==> src/verilog/lt_pkg.sv <==
// Notes on behaviour
// - On-delay output rises once the trigger has stayed high for the delay.
// - On-delay timer clears and output drops whenever the trigger is low.
// - Off-delay output rises at once; falling trigger starts the off delay.
// - New on-off sequence restarts the off delay; clear cancels it and drops output.
// - On/off-delay output follows the trigger after the matching configured delay.
// - Trigger reversal during a running on/off delay clears it; output keeps level.
// - Retentive timer starts on rising trigger, ignores trigger later, only clear resets.
// - Latch set drives high, clear drives low, otherwise the output holds.
// - Toggle output inverts on each rising trigger; clear returns it low.
// - Pulse relay high while trigger high, until time expires or trigger falls.
// - Edge pulse relay stays high for the time; new rising edge restarts it.
// - Time switch high from on time to off time, repeating each period if enabled.
// - Counter adds one on rising count pulse when direction low, subtracts when high.
// - Counter output high whenever the count is at or above the preset.
// - Counter clear holds count zero, output low, and ignores count pulses.
// - Clock generator alternates phases of the pulse time while enabled, stops otherwise.
// - Pulse generator uses separately configured high and low durations.
// - Negate input inverts the pulse generator output only while enabled.
// - Frequency trigger counts pulses per interval; output rises above the on threshold.
// - Frequency trigger output falls at or below the off threshold.
package lt_pkg;
   localparam int CLK_PERIOD_NS  = 10;
   localparam int TICK_TIME_NS   = 500000;
   localparam int TICK_CYCLES    = (TICK_TIME_NS + CLK_PERIOD_NS - 1) / CLK_PERIOD_NS;
   localparam int TDIV_W         = 17;

   localparam int CFG_W = 24;
   localparam int CNT_W = 14;
   localparam int NCFG  = 17;
   localparam int NTMR  = 10;
   localparam int NCELL = 14;

   localparam logic [CNT_W-1:0] CNT_MAX = 14'h270F;
   localparam logic [CFG_W-1:0] TMR_MAX = 24'hFFFFFF;

   // Register byte addresses
   localparam logic [7:0] ADDR_CTRL   = 8'h00;
   localparam logic [7:0] ADDR_STATUS = 8'h04;
   localparam logic [7:0] ADDR_COUNT  = 8'h08;
   localparam logic [7:0] CFG_BASE    = 8'h0C;
   localparam logic [7:0] CFG_LAST    = 8'h4C;
   localparam int         CTRL_REPEAT_BIT = 0;

   // Configuration word indices, durations in ticks
   localparam int C_ON = 0, C_OFF = 1, C_ONOFF_ON = 2, C_ONOFF_OFF = 3, C_RET = 4;
   localparam int C_POUT = 5, C_EPLS = 6, C_SW_ON = 7, C_SW_OFF = 8, C_SW_PERIOD = 9;
   localparam int C_PRESET = 10, C_CLK = 11, C_PG_HIGH = 12, C_PG_LOW = 13;
   localparam int C_FT_INTERVAL = 14, C_FT_ON = 15, C_FT_OFF = 16;

   // Timer indices
   localparam int T_ON = 0, T_OFF = 1, T_ONOFF = 2, T_RET = 3, T_POUT = 4;
   localparam int T_EPLS = 5, T_SW = 6, T_CLK = 7, T_PG = 8, T_FT = 9;

   // Cell output bits, also the status register layout
   localparam int Q_ON = 0, Q_OFF = 1, Q_ONOFF = 2, Q_RET = 3, Q_LATCH = 4, Q_TOG = 5;
   localparam int Q_POUT = 6, Q_EPLS = 7, Q_SW = 8, Q_CNT = 9, Q_CLK = 10, Q_PG = 11;
   localparam int Q_FT = 12, Q_SPARE = 13;

   // Reset values: 3 s, 3 s, 3 s, 6 s, 3 s, 3 s, 3 s, 10 s, 30 s, 60 s,
   // preset 5, 0.5 s, 3 s, 1 s, 5 s, 30 and 10 pulses per interval
   localparam logic [NCFG-1:0][CFG_W-1:0] CFG_RESET = {
      24'h00000A, 24'h00001E, 24'h002710, 24'h0007D0, 24'h001770, 24'h0003E8,
      24'h000005, 24'h01D4C0, 24'h00EA60, 24'h004E20, 24'h001770, 24'h001770,
      24'h001770, 24'h002EE0, 24'h001770, 24'h001770, 24'h001770};

   typedef struct packed {
      logic                        pready;
      logic                        pslverr;
      logic [31:0]                 prdata;
      logic                        repeat_en;
      logic [NCFG-1:0][CFG_W-1:0]  cfg;
      logic [TDIV_W-1:0]           tdiv;
      logic                        tick;
      logic [NTMR-1:0][CFG_W-1:0]  tmr;
      logic [NCELL-1:0]            q;
      logic                        ret_run;
      logic                        pg_phase;
      logic [CNT_W-1:0]            count;
      logic [CFG_W-1:0]            ft_cnt;
      logic                        prev_ret;
      logic                        prev_tog;
      logic                        prev_pout;
      logic                        prev_epls;
      logic                        prev_cnt;
      logic                        prev_clk_en;
      logic                        prev_pg_en;
      logic                        prev_rate;
   } lt_state_t;
endpackage

==> src/verilog/lt_timer_cells.sv <==
// Our own choices: the address map and the APB register port.
module lt_timer_cells
   import lt_pkg::*;
#(
   parameter int TICK_DIV = TICK_CYCLES
) (
   // Clock and reset
   input  wire logic        pclk,
   input  wire logic        presetn,
   // APB slave
   input  wire logic        psel,
   input  wire logic        penable,
   input  wire logic        pwrite,
   input  wire logic [7:0]  paddr,
   input  wire logic [31:0] pwdata,
   output logic [31:0]      prdata,
   output logic             pready,
   output logic             pslverr,
   // Cell inputs from the surrounding logic
   input  wire logic        on_trig,
   input  wire logic        off_trig,
   input  wire logic        off_clear,
   input  wire logic        onoff_trig,
   input  wire logic        ret_trig,
   input  wire logic        ret_clear,
   input  wire logic        latch_set,
   input  wire logic        latch_clear,
   input  wire logic        tog_trig,
   input  wire logic        tog_clear,
   input  wire logic        pout_trig,
   input  wire logic        epls_trig,
   input  wire logic        cnt_pulse,
   input  wire logic        cnt_dir,
   input  wire logic        cnt_clear,
   input  wire logic        clkgen_enable,
   input  wire logic        pgen_enable,
   input  wire logic        output_negate,
   input  wire logic        rate_in,
   // Cell outputs
   output logic             on_q,
   output logic             off_q,
   output logic             onoff_q,
   output logic             ret_q,
   output logic             latch_q,
   output logic             tog_q,
   output logic             pout_q,
   output logic             epls_q,
   output logic             sw_q,
   output logic             cnt_q,
   output logic             clkgen_q,
   output logic             pgen_q,
   output logic             ft_q
);

   localparam lt_state_t ST_RESET = '{cfg: CFG_RESET, default: '0};

   lt_state_t         st;
   lt_state_t         next_st;
   logic [7:0]        cfg_off;
   logic [4:0]        cidx;
   logic              cfg_hit;
   logic              ret_rise;
   logic              tog_rise;
   logic              pout_rise;
   logic              epls_rise;
   logic              cnt_rise;
   logic              rate_rise;

   assign cfg_off   = paddr - CFG_BASE;
   assign cidx      = cfg_off[6:2];
   assign cfg_hit   = (paddr >= CFG_BASE) && (paddr <= CFG_LAST) && (paddr[1:0] == 2'b00);
   assign ret_rise  = ret_trig && !st.prev_ret;
   assign tog_rise  = tog_trig && !st.prev_tog;
   assign pout_rise = pout_trig && !st.prev_pout;
   assign epls_rise = epls_trig && !st.prev_epls;
   assign cnt_rise  = cnt_pulse && !st.prev_cnt;
   assign rate_rise = rate_in && !st.prev_rate;

   always_comb begin
      logic [CFG_W-1:0] lim;
      logic [CFG_W-1:0] pulses;
      lim    = '0;
      pulses = '0;
      next_st = st;

      // APB: answer prepared in setup, pready high in the single access cycle
      next_st.pready = 1'b0;
      if (psel && !penable) begin
         next_st.pready  = 1'b1;
         next_st.pslverr = 1'b0;
         next_st.prdata  = '0;
         if (paddr == ADDR_CTRL) begin
            next_st.prdata[CTRL_REPEAT_BIT] = st.repeat_en;
         end else if (paddr == ADDR_STATUS) begin
            next_st.prdata[NCELL-1:0] = st.q;
         end else if (paddr == ADDR_COUNT) begin
            next_st.prdata[CNT_W-1:0] = st.count;
         end else if (cfg_hit) begin
            next_st.prdata[CFG_W-1:0] = st.cfg[cidx];
         end else begin
            next_st.pslverr = 1'b1;
         end
      end
      if (psel && penable && st.pready && pwrite) begin
         if (paddr == ADDR_CTRL) begin
            next_st.repeat_en = pwdata[CTRL_REPEAT_BIT];
         end else if (cfg_hit) begin
            next_st.cfg[cidx] = pwdata[CFG_W-1:0];
         end
      end

      // Shared time base
      next_st.tick = 1'b0;
      if (st.tdiv >= TDIV_W'(TICK_DIV - 1)) begin
         next_st.tdiv = '0;
         next_st.tick = 1'b1;
      end else begin
         next_st.tdiv = st.tdiv + TDIV_W'(1);
      end

      // On delay
      if (!on_trig) begin
         next_st.q[Q_ON]   = 1'b0;
         next_st.tmr[T_ON] = '0;
      end else if (!st.q[Q_ON]) begin
         if (st.tmr[T_ON] >= next_st.cfg[C_ON]) begin
            next_st.q[Q_ON] = 1'b1;
         end else if (st.tick) begin
            next_st.tmr[T_ON] = st.tmr[T_ON] + CFG_W'(1);
         end
      end

      // Off delay
      if (off_clear) begin
         next_st.q[Q_OFF]   = 1'b0;
         next_st.tmr[T_OFF] = '0;
      end else if (off_trig) begin
         next_st.q[Q_OFF]   = 1'b1;
         next_st.tmr[T_OFF] = '0;
      end else if (st.q[Q_OFF]) begin
         if (st.tmr[T_OFF] >= next_st.cfg[C_OFF]) begin
            next_st.q[Q_OFF] = 1'b0;
         end else if (st.tick) begin
            next_st.tmr[T_OFF] = st.tmr[T_OFF] + CFG_W'(1);
         end
      end

      // On/off delay
      lim = onoff_trig ? next_st.cfg[C_ONOFF_ON] : next_st.cfg[C_ONOFF_OFF];
      if (onoff_trig == st.q[Q_ONOFF]) begin
         next_st.tmr[T_ONOFF] = '0;
      end else if (st.tmr[T_ONOFF] >= lim) begin
         next_st.q[Q_ONOFF]   = onoff_trig;
         next_st.tmr[T_ONOFF] = '0;
      end else if (st.tick) begin
         next_st.tmr[T_ONOFF] = st.tmr[T_ONOFF] + CFG_W'(1);
      end

      // Retentive on delay
      if (ret_clear) begin
         next_st.q[Q_RET]   = 1'b0;
         next_st.ret_run    = 1'b0;
         next_st.tmr[T_RET] = '0;
      end else if (st.ret_run) begin
         if (st.tmr[T_RET] >= next_st.cfg[C_RET]) begin
            next_st.q[Q_RET] = 1'b1;
            next_st.ret_run  = 1'b0;
         end else if (st.tick) begin
            next_st.tmr[T_RET] = st.tmr[T_RET] + CFG_W'(1);
         end
      end else if (ret_rise && !st.q[Q_RET]) begin
         next_st.ret_run    = 1'b1;
         next_st.tmr[T_RET] = '0;
      end

      // Latch, clear first
      if (latch_clear) begin
         next_st.q[Q_LATCH] = 1'b0;
      end else if (latch_set) begin
         next_st.q[Q_LATCH] = 1'b1;
      end

      // Toggle relay
      if (tog_clear) begin
         next_st.q[Q_TOG] = 1'b0;
      end else if (tog_rise) begin
         next_st.q[Q_TOG] = !st.q[Q_TOG];
      end

      // Pulse-output relay
      if (!pout_trig) begin
         next_st.q[Q_POUT] = 1'b0;
      end else if (pout_rise) begin
         next_st.q[Q_POUT]   = 1'b1;
         next_st.tmr[T_POUT] = '0;
      end else if (st.q[Q_POUT]) begin
         if (st.tmr[T_POUT] >= next_st.cfg[C_POUT]) begin
            next_st.q[Q_POUT] = 1'b0;
         end else if (st.tick) begin
            next_st.tmr[T_POUT] = st.tmr[T_POUT] + CFG_W'(1);
         end
      end

      // Edge-triggered pulse relay, retriggerable
      if (epls_rise) begin
         next_st.q[Q_EPLS]   = 1'b1;
         next_st.tmr[T_EPLS] = '0;
      end else if (st.q[Q_EPLS]) begin
         if (st.tmr[T_EPLS] >= next_st.cfg[C_EPLS]) begin
            next_st.q[Q_EPLS] = 1'b0;
         end else if (st.tick) begin
            next_st.tmr[T_EPLS] = st.tmr[T_EPLS] + CFG_W'(1);
         end
      end

      // Time switch, time counted from reset
      if (st.tick) begin
         if (st.repeat_en && (st.tmr[T_SW] + CFG_W'(1) >= next_st.cfg[C_SW_PERIOD])) begin
            next_st.tmr[T_SW] = '0;
         end else if (st.tmr[T_SW] != TMR_MAX) begin
            next_st.tmr[T_SW] = st.tmr[T_SW] + CFG_W'(1);
         end
      end
      next_st.q[Q_SW] = (next_st.tmr[T_SW] >= next_st.cfg[C_SW_ON]) &&
                        (next_st.tmr[T_SW] < next_st.cfg[C_SW_OFF]);

      // Up/down counter, saturating at zero and the top of range
      if (cnt_clear) begin
         next_st.count    = '0;
         next_st.q[Q_CNT] = 1'b0;
      end else begin
         if (cnt_rise) begin
            if (cnt_dir) begin
               if (st.count != '0) begin
                  next_st.count = st.count - CNT_W'(1);
               end
            end else if (st.count != CNT_MAX) begin
               next_st.count = st.count + CNT_W'(1);
            end
         end
         next_st.q[Q_CNT] = (CFG_W'(next_st.count) >= next_st.cfg[C_PRESET]);
      end

      // Clock generator, starts with a high phase
      if (!clkgen_enable) begin
         next_st.q[Q_CLK]   = 1'b0;
         next_st.tmr[T_CLK] = '0;
      end else if (!st.prev_clk_en) begin
         next_st.q[Q_CLK]   = 1'b1;
         next_st.tmr[T_CLK] = '0;
      end else if (st.tick) begin
         if (st.tmr[T_CLK] + CFG_W'(1) >= next_st.cfg[C_CLK]) begin
            next_st.q[Q_CLK]   = !st.q[Q_CLK];
            next_st.tmr[T_CLK] = '0;
         end else begin
            next_st.tmr[T_CLK] = st.tmr[T_CLK] + CFG_W'(1);
         end
      end

      // Pulse generator, raw phase kept apart from the negated output
      lim = st.pg_phase ? next_st.cfg[C_PG_HIGH] : next_st.cfg[C_PG_LOW];
      if (!pgen_enable) begin
         next_st.pg_phase  = 1'b0;
         next_st.tmr[T_PG] = '0;
      end else if (!st.prev_pg_en) begin
         next_st.pg_phase  = 1'b1;
         next_st.tmr[T_PG] = '0;
      end else if (st.tick) begin
         if (st.tmr[T_PG] + CFG_W'(1) >= lim) begin
            next_st.pg_phase  = !st.pg_phase;
            next_st.tmr[T_PG] = '0;
         end else begin
            next_st.tmr[T_PG] = st.tmr[T_PG] + CFG_W'(1);
         end
      end
      next_st.q[Q_PG] = pgen_enable && (next_st.pg_phase ^ output_negate);

      // Frequency trigger, thresholds in pulses per interval
      pulses = st.ft_cnt;
      if (rate_rise && (st.ft_cnt != TMR_MAX)) begin
         pulses = st.ft_cnt + CFG_W'(1);
      end
      if (st.tick && (st.tmr[T_FT] + CFG_W'(1) >= next_st.cfg[C_FT_INTERVAL])) begin
         if (pulses > next_st.cfg[C_FT_ON]) begin
            next_st.q[Q_FT] = 1'b1;
         end else if (pulses <= next_st.cfg[C_FT_OFF]) begin
            next_st.q[Q_FT] = 1'b0;
         end
         next_st.ft_cnt   = '0;
         next_st.tmr[T_FT] = '0;
      end else begin
         next_st.ft_cnt = pulses;
         if (st.tick) begin
            next_st.tmr[T_FT] = st.tmr[T_FT] + CFG_W'(1);
         end
      end

      next_st.q[Q_SPARE] = 1'b0;
      next_st.prev_ret    = ret_trig;
      next_st.prev_tog    = tog_trig;
      next_st.prev_pout   = pout_trig;
      next_st.prev_epls   = epls_trig;
      next_st.prev_cnt    = cnt_pulse;
      next_st.prev_clk_en = clkgen_enable;
      next_st.prev_pg_en  = pgen_enable;
      next_st.prev_rate   = rate_in;
   end

   always_ff @(posedge pclk or negedge presetn) begin
      if (!presetn) begin
         st <= ST_RESET;
      end else begin
         st <= next_st;
      end
   end

   assign prdata   = st.prdata;
   assign pready   = st.pready;
   assign pslverr  = st.pslverr;
   assign on_q     = st.q[Q_ON];
   assign off_q    = st.q[Q_OFF];
   assign onoff_q  = st.q[Q_ONOFF];
   assign ret_q    = st.q[Q_RET];
   assign latch_q  = st.q[Q_LATCH];
   assign tog_q    = st.q[Q_TOG];
   assign pout_q   = st.q[Q_POUT];
   assign epls_q   = st.q[Q_EPLS];
   assign sw_q     = st.q[Q_SW];
   assign cnt_q    = st.q[Q_CNT];
   assign clkgen_q = st.q[Q_CLK];
   assign pgen_q   = st.q[Q_PG];
   assign ft_q     = st.q[Q_FT];
endmodule

==> config.mk <==
export PLATFORM = sky130hd
export DESIGN_NAME = lt_timer_cells
export DESIGN_NICKNAME = d
export VERILOG_FILES = /design/src/verilog/lt_pkg.sv /design/src/verilog/lt_timer_cells.sv
export SDC_FILE = /design/constraint.sdc
export NUM_CORES = 2
export LEC_CHECK = 0
export BUFFER_PORTS_ARGS = -buffer_cell sky130_fd_sc_hd__buf_2
export CORE_MARGIN = 10
export CORE_UTILIZATION = 64
export CTS_CLUSTER_DIAMETER = 80
export DETAILED_ROUTE_END_ITERATION = 12
export PLACE_DENSITY = 0.81
export SYNTH_ARGS = -nofsm -noshare
export SYNTH_HDL_FRONTEND = slang
export SYNTH_SLANG_ARGS = --single-unit
==> constraint.sdc <==
create_clock -name pclk -period 6.2 [get_ports pclk]
set_input_delay 0.93 -clock pclk [delete_from_list [all_inputs] [get_ports pclk]]
set_output_delay 0.93 -clock pclk [all_outputs]
set_load 0.02 [all_outputs]
==> impl_metrics.json <==
{
  "synthToLayoutAreaGrowth_pct": 9.98,
  "die_h_um": 290,
  "critPathRequiredTime_ps": 6720,
  "die_w_um": 290,
  "multiInputGateArea_mm2": 0.0253,
  "clockBufferDepth": 3,
  "synth.distinct_cells": 101,
  "fin_worst_skew_ps": 36.4,
  "synth_area_leaders": "dfrtp_1, ha_1, mux2_2",
  "wl_per_cell_um": 25.4,
  "synth_compound_area_share_pct": 11.6,
  "max_slew.worst_pin.slew_ps": 1020,
  "ys_warn_count": 0,
  "cts_root_buffer": "clkbuf_16",
  "grt_max_degree": 146,
  "yosys.area_share.simple_pct": 13.1,
  "antenna_found_initial": 8,
  "io_buffers": 94,
  "fin_crit_ps": 5810,
  "ys_seq_elements": 754,
  "seq_area_frac_synth_pct": 40.6,
  "crit_start": "paddr[7]",
  "whs_ps": 322,
  "async_flop_share_pct": 100,
  "gp_congestion": 1.01,
  "finalNetCount": 5032,
  "path_max_fanout": 14,
  "postCtsSetupBuffers": 0,
  "grt_pass1_vias": 36213,
  "ys.flop_type": "dfrtp_1",
  "vias": 37126,
  "cp.arrival_ps": 6340,
  "cts_made_buffers": 83,
  "core_mm2": 0.0727,
  "r2r-end": "sw_q$_DFF_PN0_",
  "drt_wl_total_mm": 143,
  "clkSlewWorstSetupHoldPaths_ps": 60,
  "cts_sinks": 754,
  "ys_top_cells_by_count": "dfrtp_1, ha_1, inv_1",
  "grt_pass1_wl_mm": 219,
  "fmax_mhz": 172,
  "peakVddDrop_mv": 0.249,
  "ant_nets": 0,
  "drtPass1Iterations": 7,
  "clkLatencyLatePin_ps": 660,
  "drive_above_1_share_pct": 20.6,
  "start_util_pct": 64.4,
  "syn-instance-count": 4525,
  "syn_area_mm2": 0.0468,
  "dp.cells": 5475,
  "netlist.top_cell.by_area": "dfrtp_1",
  "avgSynthCellArea_um2": 10.3,
  "synth_edf_count": 0,
  "crit_path_start_kind": "input port",
  "cts_max_level": 3,
  "ios": 111,
  "cp-endpoint": "sw_q$_DFF_PN0_",
  "synth.most_common_cell": "dfrtp_1",
  "cts_tree": "built",
  "rr_worst_depth": 24,
  "critPathCaptureType": "register",
  "slew_violations": 0,
  "initialDrtViolationCount": 4399,
  "gr-usage-all-layers_pct": 33.2,
  "powerDensity_mw_per_mm2": 237,
  "r2r-start": "st[206]$_DFF_PN0_",
  "yosys.area_share.xor_xnor_pct": 4.40,
  "synth_top_family_by_area": "multiplexers",
  "report.final.hold_viol_count": 0,
  "regArea_mm2": 0.0190,
  "place.detailed.hpwl_mm": 104,
  "relSlewSlack_pct": 32.1,
  "hold_path_class": "in2async",
  "synthAdderAreaFrac_pct": 9.81,
  "final.period_utilization_pct": 93.8,
  "synthMuxAreaShare_pct": 14.9,
  "setup_viol": 0,
  "regToRegSetupSlack_ps": 410,
  "viasPerCell": 6.59,
  "dieArea_mm2": 0.0843,
  "drc": 0,
  "cap_violations": 0,
  "outcome": "complete, no violations",
  "synth_top_area_share_pct": 35.0,
  "fill_cells": 5134,
  "instances_no_fill": 5635,
  "p_leak_uw": 0.0242,
  "row_count": 99,
  "path_class": "in2reg",
  "grt-ovfl-total": 0
}
[layer usage]
layer	share of wire, %	track usage (%)
met4	6.3	18.3
met3	12	9.87
met1	39	44.3
met5	0.031	0
met2	42	48.1
[cell families (layout without fill, tap and decap cells)]
| kind of cell | Yosys count | after routing |
|---|---|---|
| compound gates | 807 | 807 |
| xor+xnor | 235 | 235 |
| fa+ha+maj | 367 | 367 |
| buf+inv | 625 | 764 |
| flops | 754 | 754 |
| mux | 535 | 535 |
| other cells | 1 | 13 |
| simple gates | 1201 | 1201 |
[critical path, stage by stage]
cell	delay [ps]
buf_2	110
nor3_4	210
nand2_2	80
or4b_1	580
nor2_4	180
buf_12	170
mux2_2	370
inv_1	60
ha_1	230
a21o_1	190
a21o_1	170
a21oi_1	200
o21a_1	160
o211ai_1	100
a21oi_1	260
buf_4	200
buf_4	150
nand3_1	140
o22ai_1	280
ha_1	270
o21a_1	190
o2111ai_1	320
nor3b_1	100
nor4_1	220
nand3b_1	120
nor4_1	320
[worst min path at each step]
stage / start / endpoint / slack (ps) / cells after the start
after detailed placement: prdata[1]$_DFFE_PN0P_ / prdata[1]$_DFFE_PN0P_ / 460 / 2
after CTS: presetn / st[307]$_DFF_PN0_ / 350 / 1
after global routing: presetn / st[307]$_DFF_PN0_ / 380 / 1
after global placement: prdata[1]$_DFFE_PN0P_ / prdata[1]$_DFFE_PN0P_ / 450 / 2
after floorplan: prdata[10]$_DFFE_PN0P_ / prdata[10]$_DFFE_PN0P_ / 440 / 2
final: presetn / st[307]$_DFF_PN0_ / 320 / 1
[stage by stage]
stage                     power, uW  setup TNS, ps  util, %  instance area [um^2]  setup WS [ps]
after floorplan                6260              0        -                 46800            202
after global placement         6900           -155     66.8                 48600           -155
after detailed placement       6930           -274     66.8                 48600           -274
after CTS                     12200              0     70.8                 51400            347
after global routing          12600          -43.1     70.8                 51500          -43.1
final                         12200              0     70.8                 51500            386
[layout make-up]
class | instances | share of cell area (%)
Timing Repair Buffer | 246 | 3.40
Sequential cell | 754 | 36.9
Antenna cell | 4 | 0.0194
Multi-Input combinational cell | 3154 | 49.1
Inverter | 362 | 2.64
Clock buffer | 121 | 4.65
Clock inverter | 35 | 0.946
Tap cell | 959 | 2.33
[power by group]
| part | internal, uW | switching (uW) | leakage (uW) |
|---|---|---|---|
| Combinational | 644 | 1100 | 0.0128 |
| Clock | 3150 | 2120 | 0.00142 |
| Sequential | 5020 | 151 | 0.0100 |
[layout by cell type, fill, tap and decap left out, types with 16 or more instances in the layout]
cell type / netlist / final
o21ai_1: 24 / 24
mux2i_1: 119 / 119
a22o_1: 34 / 34
and2_1: 18 / 18
o211ai_1: 20 / 20
buf_4: 45 / 143
xor2_1: 65 / 64
nand4_1: 95 / 95
a31oi_1: 17 / 17
mux4_2: 96 / 96
mux2_1: 17 / 17
o31ai_1: 38 / 38
nor3_1: 84 / 83
ha_1: 367 / 366
o22ai_1: 17 / 17
clkbuf_1: 134 / 23
xnor2_1: 170 / 168
o21a_1: 16 / 16
inv_1: 362 / 361
nand2_1: 243 / 243
clkbuf_16: 0 / 85
a21o_1: 69 / 69
nor2b_1: 73 / 73
nand3_1: 135 / 135
buf_2: 75 / 92
o21ai_0: 181 / 181
a211oi_1: 16 / 16
mux2_2: 303 / 303
nor4_1: 33 / 33
or3_1: 16 / 16
and4_1: 25 / 25
and3_1: 61 / 61
clkinv_2: 0 / 18
o21ai_2: 21 / 21
nand2b_1: 40 / 40
dfstp_2: 100 / 100
nor2_1: 290 / 289
o22a_1: 48 / 48
dfrtp_1: 654 / 653
a21oi_1: 175 / 175
[state kept, by name (all words and copies together), names as in the netlist]
register / flops
pgen_q: 1
on_q: 1
ft_q: 1
latch_q: 1
cnt_q: 1
tog_q: 1
clkgen_q: 1
ret_q: 1
pready: 1
epls_q: 1
off_q: 1
onoff_q: 1
pslverr: 1
pout_q: 1
prdata: 24
sw_q: 1
st: 715
[repair_timing]
action,in CTS,in global routing
resized for setup,0,4
hold buffers,0,0
setup endpoints to repair,0,1
Power figures use the tool's default switching activity.
